==> src/pslm_pkg.sv <==
package pslm_pkg;

  localparam int unsigned     PADDR_W         = 12;
  localparam logic [7:0]      IDX_CTRL0       = 8'h00;
  localparam logic [7:0]      IDX_IND         = 8'h1e;
  localparam logic [7:0]      IDX_STRAP       = 8'h20;
  localparam logic [7:0]      IDX_RXDATA      = 8'h21;
  localparam logic [7:0]      IDX_TXDATA      = 8'h22;

  localparam int unsigned     CTRL0_SPEED_BIT = 13;
  localparam int unsigned     IND_MODE_LSB    = 14;
  localparam int unsigned     STRAP_MODE_LSB  = 8;
  localparam int unsigned     STRAP_SPEED_BIT = 12;
  localparam int unsigned     STRAP_RMII_BIT  = 16;
  localparam int unsigned     TX_CNT_LSB      = 16;

  localparam logic [2:0]      MODE_MII        = 3'h0;
  localparam logic [2:0]      MODE_RMII       = 3'h1;
  localparam logic [2:0]      MODE_MII_PRE    = 3'h4;
  localparam logic [1:0]      IND_SPEED       = 2'h0;
  localparam logic [1:0]      IND_ACT         = 2'h1;
  localparam logic [1:0]      MGMT_ADDR_HI    = 2'h0;
  localparam logic [3:0]      RMII_LANES      = 4'h3;
  localparam logic [3:0]      MII_LANES       = 4'hf;

  localparam logic [1:0]      SETTLE_CYC      = 2'h3;
  localparam logic [1:0]      BUF_DEPTH       = 2'h2;
  localparam int unsigned     CLK_PERIOD_NS   = 25;
  localparam int unsigned     BLINK_HALF_NS   = 20000;
  localparam logic [9:0]      BLINK_CYC       = 10'(BLINK_HALF_NS / CLK_PERIOD_NS);

  typedef enum logic {
    PSLM_ST_HOLD,
    PSLM_ST_RUN
  } pslm_state_e;

endpackage

==> src/pslm_strap_phy.sv <==
// How it works
// Strap levels are captured at start-up and become the configuration defaults.
// Strap pins are inputs during reset and start-up, then driven outputs.
// Management address low three bits come from three strap pins.
// Management address bits four and three always read zero.
// Interface mode is latched from three strap pins; 000 means MII.
// Mode 001 is RMII, 100 is MII with preamble restore, others reserved. The code runs mode 100 as plain MII.
// Speed strap level loads control register zero bit 13.
// Indicator register bits 15:14 choose the speed indicator behaviour.
// Mode 00 shows speed; mode 01 idles high and toggles on activity.
// Indicator modes 10 and 11 hold the output high, meaning off.
// MII receive drives four data bits, valid only with receive data valid.
// RMII receive delivers two bits each reference clock with CRS_DV.
// MII transmit takes four bits only while transmit enable is high.
// RMII transmit takes two bits each reference clock with TX_EN.
// Strap values are final at reset release and held until next reset.
//
// Our own choices: the APB interface to the registers and the address map.
`timescale 1ns/10ps
module pslm_strap_phy
  import pslm_pkg::*;
(
  input  wire logic                          pclk,
  input  wire logic                          presetn,
  input  wire logic                          psel,
  input  wire logic                          penable,
  input  wire logic                          pwrite,
  input  wire logic [pslm_pkg::PADDR_W-1:0]  paddr,
  input  wire logic [31:0]                   pwdata,
  output logic      [31:0]                   prdata,
  output logic                               pready,
  output logic                               pslverr,
  input  wire logic                          link_clk,
  input  wire logic                          tx_en,
  input  wire logic [3:0]                    txd,
  output logic                               rx_data3_out,
  output logic                               rx_dv,
  input  wire logic                          mgmt_addr_strap_bit0_in,
  output logic                               mgmt_addr_strap_bit0_out,
  output logic                               mgmt_addr_strap_bit0_oe,
  input  wire logic                          mgmt_addr_strap_bit1_in,
  output logic                               mgmt_addr_strap_bit1_out,
  output logic                               mgmt_addr_strap_bit1_oe,
  input  wire logic                          mgmt_addr_strap_bit2_in,
  output logic                               mgmt_addr_strap_bit2_out,
  output logic                               mgmt_addr_strap_bit2_oe,
  input  wire logic                          host_iface_mode_strap_bit0_in,
  output logic                               host_iface_mode_strap_bit0_out,
  output logic                               host_iface_mode_strap_bit0_oe,
  input  wire logic                          host_iface_mode_strap_bit1_in,
  output logic                               host_iface_mode_strap_bit1_out,
  output logic                               host_iface_mode_strap_bit1_oe,
  input  wire logic                          host_iface_mode_strap_bit2_in,
  output logic                               host_iface_mode_strap_bit2_out,
  output logic                               host_iface_mode_strap_bit2_oe,
  input  wire logic                          speed_indicator_out_in,
  output logic                               speed_indicator_out_out,
  output logic                               speed_indicator_out_oe
);
  import pslm_pkg::*;

  typedef struct packed {
    logic             lk_s1;
    logic             lk_s2;
    logic             lk_s3;
    logic [4:0]       tx_s1;
    logic [4:0]       tx_s2;
    logic [6:0]       st_s1;
    logic [6:0]       st_s2;
    pslm_state_e      state;
    logic [1:0]       settle;
    logic [2:0]       addr3;
    logic [2:0]       mode;
    logic             speed_strap;
    logic             speed100;
    logic [1:0]       ind_mode;
    logic [1:0][3:0]  mem;
    logic             wptr;
    logic             rptr;
    logic [1:0]       cnt;
    logic [3:0]       rxd;
    logic             rx_dv;
    logic [3:0]       tx_last;
    logic [15:0]      tx_cnt;
    logic [9:0]       blink_cnt;
    logic             blink;
    logic             act_seen;
    logic [6:0]       pin_out;
    logic [6:0]       pin_oe;
    logic             pready;
    logic             pslverr;
    logic [31:0]      prdata;
  } pslm_regs_s;

  pslm_regs_s s_r;
  pslm_regs_s s_nxt;

  // Lane mask: RMII carries two bits per clock, MII four.
  function automatic logic [3:0] lane_mask(input logic [3:0] d, input logic rmii);
    lane_mask = d & (rmii ? RMII_LANES : MII_LANES);
  endfunction

  // Only the five registers answer; every other index is a slave error.
  function automatic logic reg_hit(input logic [7:0] i);
    unique case (i)
      IDX_CTRL0, IDX_IND, IDX_STRAP: begin
        reg_hit = 1'b1;
      end
      IDX_RXDATA, IDX_TXDATA: begin
        reg_hit = 1'b1;
      end
      default: begin
        reg_hit = 1'b0;
      end
    endcase
  endfunction

  function automatic logic [31:0] reg_read(input logic [7:0] idx, input pslm_regs_s s);
    logic [31:0] v;
    v = 32'h0;
    unique case (idx)
      IDX_CTRL0: begin
        v[CTRL0_SPEED_BIT] = s.speed100;
      end
      IDX_IND: begin
        v[IND_MODE_LSB +: 2] = s.ind_mode;
      end
      IDX_STRAP: begin
        // Address bits four and three are hard zero.
        v[4:0] = {MGMT_ADDR_HI, s.addr3};
        v[STRAP_MODE_LSB +: 3] = s.mode;
        v[STRAP_SPEED_BIT] = s.speed_strap;
        v[STRAP_RMII_BIT] = (s.mode == MODE_RMII);
      end
      IDX_RXDATA: begin
        v[1:0] = s.cnt;
      end
      IDX_TXDATA: begin
        v = {s.tx_cnt, 12'h0, s.tx_last};
      end
      default: begin
        v = 32'h0;
      end
    endcase
    reg_read = v;
  endfunction

  logic       lk_fall;
  logic       running;
  logic       rmii;
  logic       mode_ok;
  logic       mapped;
  logic [7:0] idx;
  logic       access;
  logic       done;
  logic       push;
  logic       pop;
  logic       tx_take;
  logic       activity;

  always_comb begin
    s_nxt = s_r;
    // Pins and the link clock come from outside, so two flops first.
    s_nxt.lk_s1 = link_clk;
    s_nxt.lk_s2 = s_r.lk_s1;
    s_nxt.lk_s3 = s_r.lk_s2;
    s_nxt.tx_s1 = {tx_en, txd};
    s_nxt.tx_s2 = s_r.tx_s1;
    // Strap order: address bits, then mode bits, then the speed pin.
    s_nxt.st_s1[0] = mgmt_addr_strap_bit0_in;
    s_nxt.st_s1[1] = mgmt_addr_strap_bit1_in;
    s_nxt.st_s1[2] = mgmt_addr_strap_bit2_in;
    s_nxt.st_s1[3] = host_iface_mode_strap_bit0_in;
    s_nxt.st_s1[4] = host_iface_mode_strap_bit1_in;
    s_nxt.st_s1[5] = host_iface_mode_strap_bit2_in;
    s_nxt.st_s1[6] = speed_indicator_out_in;
    s_nxt.st_s2 = s_r.st_s1;
    // Both directions act after the link falling edge: the partner launches
    // on the rising edge, so data is stable by then.
    lk_fall = s_r.lk_s3 & ~s_r.lk_s2;
    running = (s_r.state == PSLM_ST_RUN);
    rmii = (s_r.mode == MODE_RMII);
    // Mode check gates the data paths.
    // Reserved modes idle.
    unique case (s_r.mode)
      MODE_MII, MODE_RMII, MODE_MII_PRE: begin
        mode_ok = 1'b1;
      end
      default: begin
        mode_ok = 1'b0;
      end
    endcase

    unique case (s_r.state)
      PSLM_ST_HOLD: begin
        // Pins released during start-up.
        s_nxt.pin_oe = 7'h0;
        if (s_r.settle == SETTLE_CYC) begin
          // Capture straps once.
          s_nxt.state = PSLM_ST_RUN;
          // Address from straps.
          s_nxt.addr3 = s_r.st_s2[2:0];
          // Interface mode latch.
          s_nxt.mode = s_r.st_s2[5:3];
          s_nxt.speed_strap = s_r.st_s2[6];
          // Speed default load.
          s_nxt.speed100 = s_r.st_s2[6];
        end else begin
          s_nxt.settle = s_r.settle + 2'h1;
        end
      end
      PSLM_ST_RUN: begin
        // Normal output function.
        s_nxt.pin_oe = 7'h7f;
      end
    endcase

    // Register bus: pready comes from a flop, so each access has one wait, except a receive data write to a full buffer, which waits until a unit drains.
    idx = paddr[9:2];
    mapped = (paddr[PADDR_W-1:10] == 2'h0) && (paddr[1:0] == 2'h0) &&
             reg_hit(idx);
    access = psel & penable & ~s_r.pready;
    done = psel & penable & s_r.pready;
    s_nxt.pready = 1'b0;
    s_nxt.pslverr = 1'b0;
    if (access && !(pwrite && mapped && idx == IDX_RXDATA && s_r.cnt == BUF_DEPTH)) begin
      s_nxt.pready = 1'b1;
      s_nxt.pslverr = ~mapped;
      s_nxt.prdata = (mapped && !pwrite) ? reg_read(idx, s_r) : 32'h0;
    end
    push = 1'b0;
    if (done && pwrite && mapped) begin
      unique case (idx)
        IDX_CTRL0: begin
          s_nxt.speed100 = pwdata[CTRL0_SPEED_BIT];
        end
        IDX_IND: begin
          // Indicator mode field.
          s_nxt.ind_mode = pwdata[IND_MODE_LSB +: 2];
        end
        IDX_RXDATA: begin
          push = 1'b1;
        end
        default: begin
          push = 1'b0;
        end
      endcase
    end

    // Receive path drains the two-entry buffer one unit per link clock.
    pop = 1'b0;
    tx_take = 1'b0;
    if (lk_fall && running && mode_ok) begin
      if (s_r.cnt != 2'h0) begin
        pop = 1'b1;
        // Data valid only with rx_dv.
        s_nxt.rxd = lane_mask(s_r.mem[s_r.rptr], rmii);
        s_nxt.rx_dv = 1'b1;
      end else begin
        s_nxt.rxd = 4'h0;
        s_nxt.rx_dv = 1'b0;
      end
      // Transmit taken with enable.
      if (s_r.tx_s2[4]) begin
        tx_take = 1'b1;
        s_nxt.tx_last = lane_mask(s_r.tx_s2[3:0], rmii);
        s_nxt.tx_cnt = s_r.tx_cnt + 16'h1;
      end
    end else if (!running || !mode_ok) begin
      s_nxt.rxd = 4'h0;
      s_nxt.rx_dv = 1'b0;
    end
    // Pointers toggle; the level counter tells a full buffer from an empty one.
    if (push) begin
      s_nxt.mem[s_r.wptr] = pwdata[3:0];
      s_nxt.wptr = ~s_r.wptr;
    end
    if (pop) begin
      s_nxt.rptr = ~s_r.rptr;
    end
    s_nxt.cnt = s_r.cnt + {1'b0, push} - {1'b0, pop};

    // Activity is gathered over a blink half-period so short bursts show.
    activity = pop | tx_take;
    s_nxt.act_seen = s_r.act_seen | activity;
    if (s_r.blink_cnt == BLINK_CYC - 10'h1) begin
      s_nxt.blink_cnt = 10'h0;
      s_nxt.blink = s_r.act_seen ? ~s_r.blink : 1'b1;
      s_nxt.act_seen = activity;
    end else begin
      s_nxt.blink_cnt = s_r.blink_cnt + 10'h1;
    end

    // Normal pin functions: receive data bits, collision, carrier, error.
    s_nxt.pin_out[2:0] = s_nxt.rxd[2:0];
    s_nxt.pin_out[3] = 1'b0;
    s_nxt.pin_out[4] = s_nxt.rx_dv;
    s_nxt.pin_out[5] = 1'b0;
    unique case (s_r.ind_mode)
      // Speed view: high means 10.
      IND_SPEED: begin
        s_nxt.pin_out[6] = ~s_r.speed100;
      end
      // Activity view toggles.
      IND_ACT: begin
        s_nxt.pin_out[6] = s_r.blink;
      end
      // Reserved modes stay off.
      default: begin
        s_nxt.pin_out[6] = 1'b1;
      end
    endcase
  end

  always_ff @(posedge pclk or negedge presetn) begin
    if (!presetn) begin
      s_r <= '0;
      s_r.state <= PSLM_ST_HOLD;
      s_r.blink <= 1'b1;
      s_r.pin_out <= 7'h0;
    end else begin
      s_r <= s_nxt;
    end
  end

  assign prdata                          = s_r.prdata;
  assign pready                          = s_r.pready;
  assign pslverr                         = s_r.pslverr;
  assign rx_data3_out                    = s_r.rxd[3];
  assign rx_dv                           = s_r.rx_dv;
  assign mgmt_addr_strap_bit0_out        = s_r.pin_out[0];
  assign mgmt_addr_strap_bit0_oe         = s_r.pin_oe[0];
  assign mgmt_addr_strap_bit1_out        = s_r.pin_out[1];
  assign mgmt_addr_strap_bit1_oe         = s_r.pin_oe[1];
  assign mgmt_addr_strap_bit2_out        = s_r.pin_out[2];
  assign mgmt_addr_strap_bit2_oe         = s_r.pin_oe[2];
  assign host_iface_mode_strap_bit0_out  = s_r.pin_out[3];
  assign host_iface_mode_strap_bit0_oe   = s_r.pin_oe[3];
  assign host_iface_mode_strap_bit1_out  = s_r.pin_out[4];
  assign host_iface_mode_strap_bit1_oe   = s_r.pin_oe[4];
  assign host_iface_mode_strap_bit2_out  = s_r.pin_out[5];
  assign host_iface_mode_strap_bit2_oe   = s_r.pin_oe[5];
  assign speed_indicator_out_out         = s_r.pin_out[6];
  assign speed_indicator_out_oe          = s_r.pin_oe[6];

endmodule

==> config.mk <==
export PLATFORM = sky130hd
export DESIGN_NAME = pslm_strap_phy
export DESIGN_NICKNAME = d
export VERILOG_FILES = /design/src/pslm_pkg.sv /design/src/pslm_strap_phy.sv
export SDC_FILE = /design/constraint.sdc
export NUM_CORES = 1
export LEC_CHECK = 0
export BUFFER_PORTS_ARGS = -buffer_cell sky130_fd_sc_hd__buf_2
export CAP_MARGIN = 30
export CORE_AREA = 3 3 101 103
export CTS_CLUSTER_SIZE = 28
export DETAILED_ROUTE_END_ITERATION = 10
export DIE_AREA = 0 0 104 106
export HOLD_SLACK_MARGIN = 0.08
export PLACE_DENSITY = 0.88
export SLEW_MARGIN = 40
export SYNTH_ARGS = -nofsm -noshare
export SYNTH_HDL_FRONTEND = slang
export SYNTH_SLANG_ARGS = --single-unit
==> constraint.sdc <==
create_clock -name pclk -period 2 [get_ports pclk]
set_input_delay 0 -clock pclk [delete_from_list [all_inputs] [get_ports pclk]]
set_output_delay 0 -clock pclk [all_outputs]
set_load 0.1 [all_outputs]
Word level (Yosys, flattened, before mapping):

Cells that the tools add are included.

* add/subtract/negate cells: 5
* divide/modulo/power cells: 0
* multiply operators: 0
* reduce and logical (&&, ||, !) cells: 30
* shift operators: 0
* equality and inequality tests: 10
* bitwise gates (word level): 17
* $lt $le $gt $ge: 3
* mux-type cells: 39

Operators by type and width (number)
* two-way mux 34 bit: 1
* two-way mux 32 bit: 1
* == test 8 x 6 -> 1 bit, second input constant: 3
* adder 16 x 1 -> 16 bit, second input constant: 1
* two-way mux 4 bit: 4
* two-way mux 15 bit: 1
* two-way mux 5 bit: 3
* two-way mux 1 bit: 14
* one-hot mux 7 bit (2 select lines): 1
* logical AND 1 bit: 12
* two-way mux 11 bit: 1
* adder 10 x 1 -> 10 bit, second input constant: 1
* == test 10 bit, second input constant: 1
* two-way mux 10 bit: 1
* NOT 1 bit: 9
* AND 4 bit: 2
* bitwise mux 8 bit: 1
* == test 8 x 5 -> 1 bit, second input constant: 1
* zero test 8 bit: 1
* two-way mux 8 bit: 1
* AND reduction 2 bit: 4
* zero test 2 bit: 3
* two-way mux 2 bit: 3
* two-way mux 3 bit: 2
* 21 further kinds: 32

* memory bits (read-only): 0
* bits in latches: 0
* memories: 0
* memory bits (writable): 0
* input bits: 62
* bits in registers: 135
* output and inout port bits: 50
* logic and storage cells: 136

Logic depth before layout (Yosys ltp):

* depth after elaboration: 10
* mapped depth: 7

Least setup slack after synthesis:

OpenSTA, ideal clock, no wires.

* path kind: reg-to-reg
* from: register s_r (netlist bit pready)
* to: register s_r[93] (netlist name)
* stages on the path, launching flop included: 6
* data required time: 1.875 ns
* path buffers: 1
* data arrival time: 2.099 ns
* setup slack: -0.224 ns
* cells stage by stage: dfrtp_1 and4_1 nand4_2 or2_1 buf_6 mux2_4

* longest elaborated chain between the ends: 4

RTL lines
* start, declared: RTL line pslm_strap_phy.sv:95 `pslm_regs_s s_r;`
* start signal, assigned: RTL line pslm_strap_phy.sv:322 `s_r <= s_nxt;`
* AND 1 bit: RTL line pslm_strap_phy.sv:223 `done = psel & penable & s_r.pready;`
* logical AND 1 bit (2 in series): RTL line pslm_strap_phy.sv:232 `if (done && pwrite && mapped) begin`
* two-way mux 1 bit: RTL line pslm_strap_phy.sv:232

Every way passes these cells.
A chain may end at the register's enable or synchronous reset.

==> summary.txt <==
Worst setup path
  – Worst endpoint required time: 2.39 ns
  – Max incr delay on CP: 0.58 ns
  – Crit Path Class: flip-flop to flip-flop
  – WP data arrival: 2.31 ns
  – Startpoint types: flip-flop
  – Crit-path slowest cell: dlygate4sd3_1
  – CP Cell Sequence: ha_2 > nor2b_1 > buf_4 > nand2_2 > o221ai_1 > o31a_1 > dlygate4sd3_1
  – Setup crit end kind: flip-flop
  – Crit Path Max Fanout: 9

Synthesis
  – Synthesis-stage register bit count: 120
  – Synth area leaders: dfrtp_1, buf_4, mux2_2
  – Synth Area in Adders: 0.009908
  – Largest family of logic cells by synthesized area: simple AND/OR/NAND/NOR gates
  – Most frequent cell after synthesis: dfrtp_1
  – Yosys cell types: 50
  – Synth Area in Compound Gates: 0.06886
  – Sequential fraction of the synthesis area: 0.5947
  – Post-synth top flop: dfrtp_1
  – Xor and xnor fraction of the mapped netlist area: 0.05028
  – FFs w/ async S/R, synth: 1.000
  – Average size of a mapped cell: 12.85 um2
  – Share of the synthesized area in the top cell type: 0.5895
  – Synth top cells by count: dfrtp_1, buf_4, nand2_1
  – Cells after synthesis: 393
  – Post-synthesis simple-gate area fraction: 0.1298
  – Syn. warnings: 0
  – Multiplexer area fraction after synthesis: 0.06787
  – EDFF count, synth: 0
  – Area leader, netlist: dfrtp_1
  – Cell area after synthesis: 5051 um2

Routing
  – Vias post-DR: 3,513
  – Starting DRT DRC Count: 220
  – WL/cell: 17.76 um
  – Pre-antenna DRT Iters: 5
  – Drc violations: 0
  – Antenna Nets Post-Route: 0
  – Via density: 5.498
  – Routed WL: 11.35 mm

Global routing
  – Largest net degree at the start of global routing: 62
  – First-pass GRT wire length: 18.53 mm
  – Vias in the first global route: 3,601
  – Initial antenna violation count: 0
  – Gr usage total: 0.2145
  – GRT Residual Overflow: 0

Finish
  – Max FFs per register: 69
  – Largest Register: s_r
  – Sequential cell area: 3005 um2
  – Area of the multi-input gates: 1684 um2
  – Synth-to-layout area growth: 26.38%
  – Share of layout cells above drive strength 1: 0.3084
  – Nets: 562
  – Post-route insts no fill: 639
  – Fillers: 585

Timing
  – Final setup TNS: 0 ns
  – Fin crit period: 1.923 ns
  – RSZ-0062 raised after global routing: no
  – Final Max Tran Viols: 0
  – Fin crit share: 0.9615
  – Max Clock Freq: 520.0 MHz
  – Final setup viols: 0
  – Skew final: 0.006901 ns
  – Hold Vio Cnt, Final: 0

Die
  – Die Y: 106 um
  – Core box area: 9284 um2
  – Cell Rows: 35
  – Die Span X: 104 um
  – Die area: 11,020 um2
  – Io pins: 112
  – Starting density of the core: 0.5441

Clocking
  – CTS tree: yes
  – H-tree depth: 4
  – Clk pin slew, worst setup/hold paths: 0.06 ns
  – Number of CTS-inserted buffers: 17
  – Clk sink count: 120
  – CTS root buf: clkbuf_8
  – Skew-Pair Late Insertion Delay: 0.51 ns
  – Max clock buf depth: 2

Pwr
  – VDD IR-drop max: 0.5673 mV
  – Power Dens Cells: 982.4 nW/um2
  – LEAKAGE: 3.087 nW
  – Post-route total power: 0.006271 W

Hold path
  – Worst hold path type: input pin to flip-flop

Flow run
  – Max-cap viol count: 0

Placement
  – GP Congestion: 0.8442
  – Port Buffers: 79
  – Dpl cells: 564
  – Dpl hpwl: 6.737 mm

Status
  – Status: complete, no violations
==> cells by family after synthesis <==
| kind of cell | Yosys count |
|---|---|
| XOR/XNOR | 29 |
| AO/OA/AOI/OAI | 44 |
| AND/OR/NAND/NOR | 107 |
| multiplexers | 30 |
| adder cells (fa/ha/maj) | 4 |
| buffers and inverters | 58 |
| other | 1 |
| flip-flops | 120 |
==> cell usage in the layout (no fill, tap or decap), types with 6 or more instances in the layout <==
cell,netlist,final
a22o_1,22,22
nor2_1,14,14
conb_1,1,7
clkbuf_16,0,16
buf_2,2,78
o21ai_0,10,10
nor4_1,6,6
nand4_1,10,10
inv_1,6,6
and4_1,6,6
nand2_1,24,23
dlygate4sd3_1,0,39
and3_1,6,6
mux2_2,18,18
nand3_1,10,10
dfrtp_1,119,118
xor2_1,12,12
nor2b_1,8,7
buf_4,44,11
mux2i_1,8,8
xnor2_1,17,17
==> cell type report <==
cell class / instances / share of cell area
inverter: 6 / 0.003528
tap: 129 / 0.02528
clock inverter: 12 / 0.02332
timing repair buffer: 130 / 0.1415
antenna: 1 / 0.0003920
multi-input combinational: 221 / 0.2638
sequential: 120 / 0.4708
clock buffer: 20 / 0.07134
==> metal layers <==
metal  up-vias  part of all wire  global-route usage
li1       1547                 -                   -
met1      1728              0.39              0.2500
met2       193              0.51              0.3723
met3        45             0.065             0.05950
met4         0             0.035             0.09402
met5         -                 0                   0
==> what timing repair did <==
item / CTS / global route
setup endpoints to repair: 0 / 4
endpoints found under the hold margin: 153 / 0
resized for setup: 0 / 3
hold buffers: 40 / 0
setup buffers: 0 / 2
==> where the power goes <==
part / internal (W) / total, W / switching, W / leakage, nW
Sequential: 0.00255 / 0.00269 / 0.000145 / 1.53
Combinational: 0.000214 / 0.000531 / 0.000317 / 1.27
Clock: 0.00199 / 0.00305 / 0.00106 / 0.289
Total: 0.00475 / 0.00627 / 0.00152 / 3.09
==> metrics by stage <==
stage	utilization	instance area (um2)	setup slack [ns]	hold WS, ns
final	0.6876	6384	0.07690	0.1234
after global routing	0.6873	6381	0.01840	0.1163
after CTS	0.6849	6359	0.07494	0.1048
after detailed placement	0.5756	5344	0.2534	-0.02766
after global placement	0.5756	5344	0.3323	-0.03247
after floorplan	-	5075	0.07476	-0.2956
==> critical path: cells and delay by family, from the launching register on <==
family	cells	cell delay [ns]
AO/OA/AOI/OAI	2	0.24
adder cells (fa/ha/maj)	1	0.19
buffers and inverters	2	0.76
flip-flops	1	0.39
AND/OR/NAND/NOR	2	0.21
==> path summary, 6_finish.rpt <==
path	startpoint	depth (start not counted)	end	slack, ns
max reg2reg	s_r[107]$_DFFE_PN0P_	7	s_r[99]$_DFF_PN0_	0.08
min reg2reg	s_nxt[116]$_DFF_PN0_	0	s_r[116]$_DFF_PN0_	0.34
max in group asynchronous	presetn	4	s_r[49]$_DFFE_PN1N_	1.02
min in group asynchronous	presetn	4	s_r[86]$_DFF_PN0_	0.59
min	mgmt_addr_strap_bit2_in	2	s_nxt[112]$_DFF_PN0_	0.12
max	s_r[107]$_DFFE_PN0P_	7	s_r[99]$_DFF_PN0_	0.08
No activity file was read; power rests on OpenSTA's default activity.
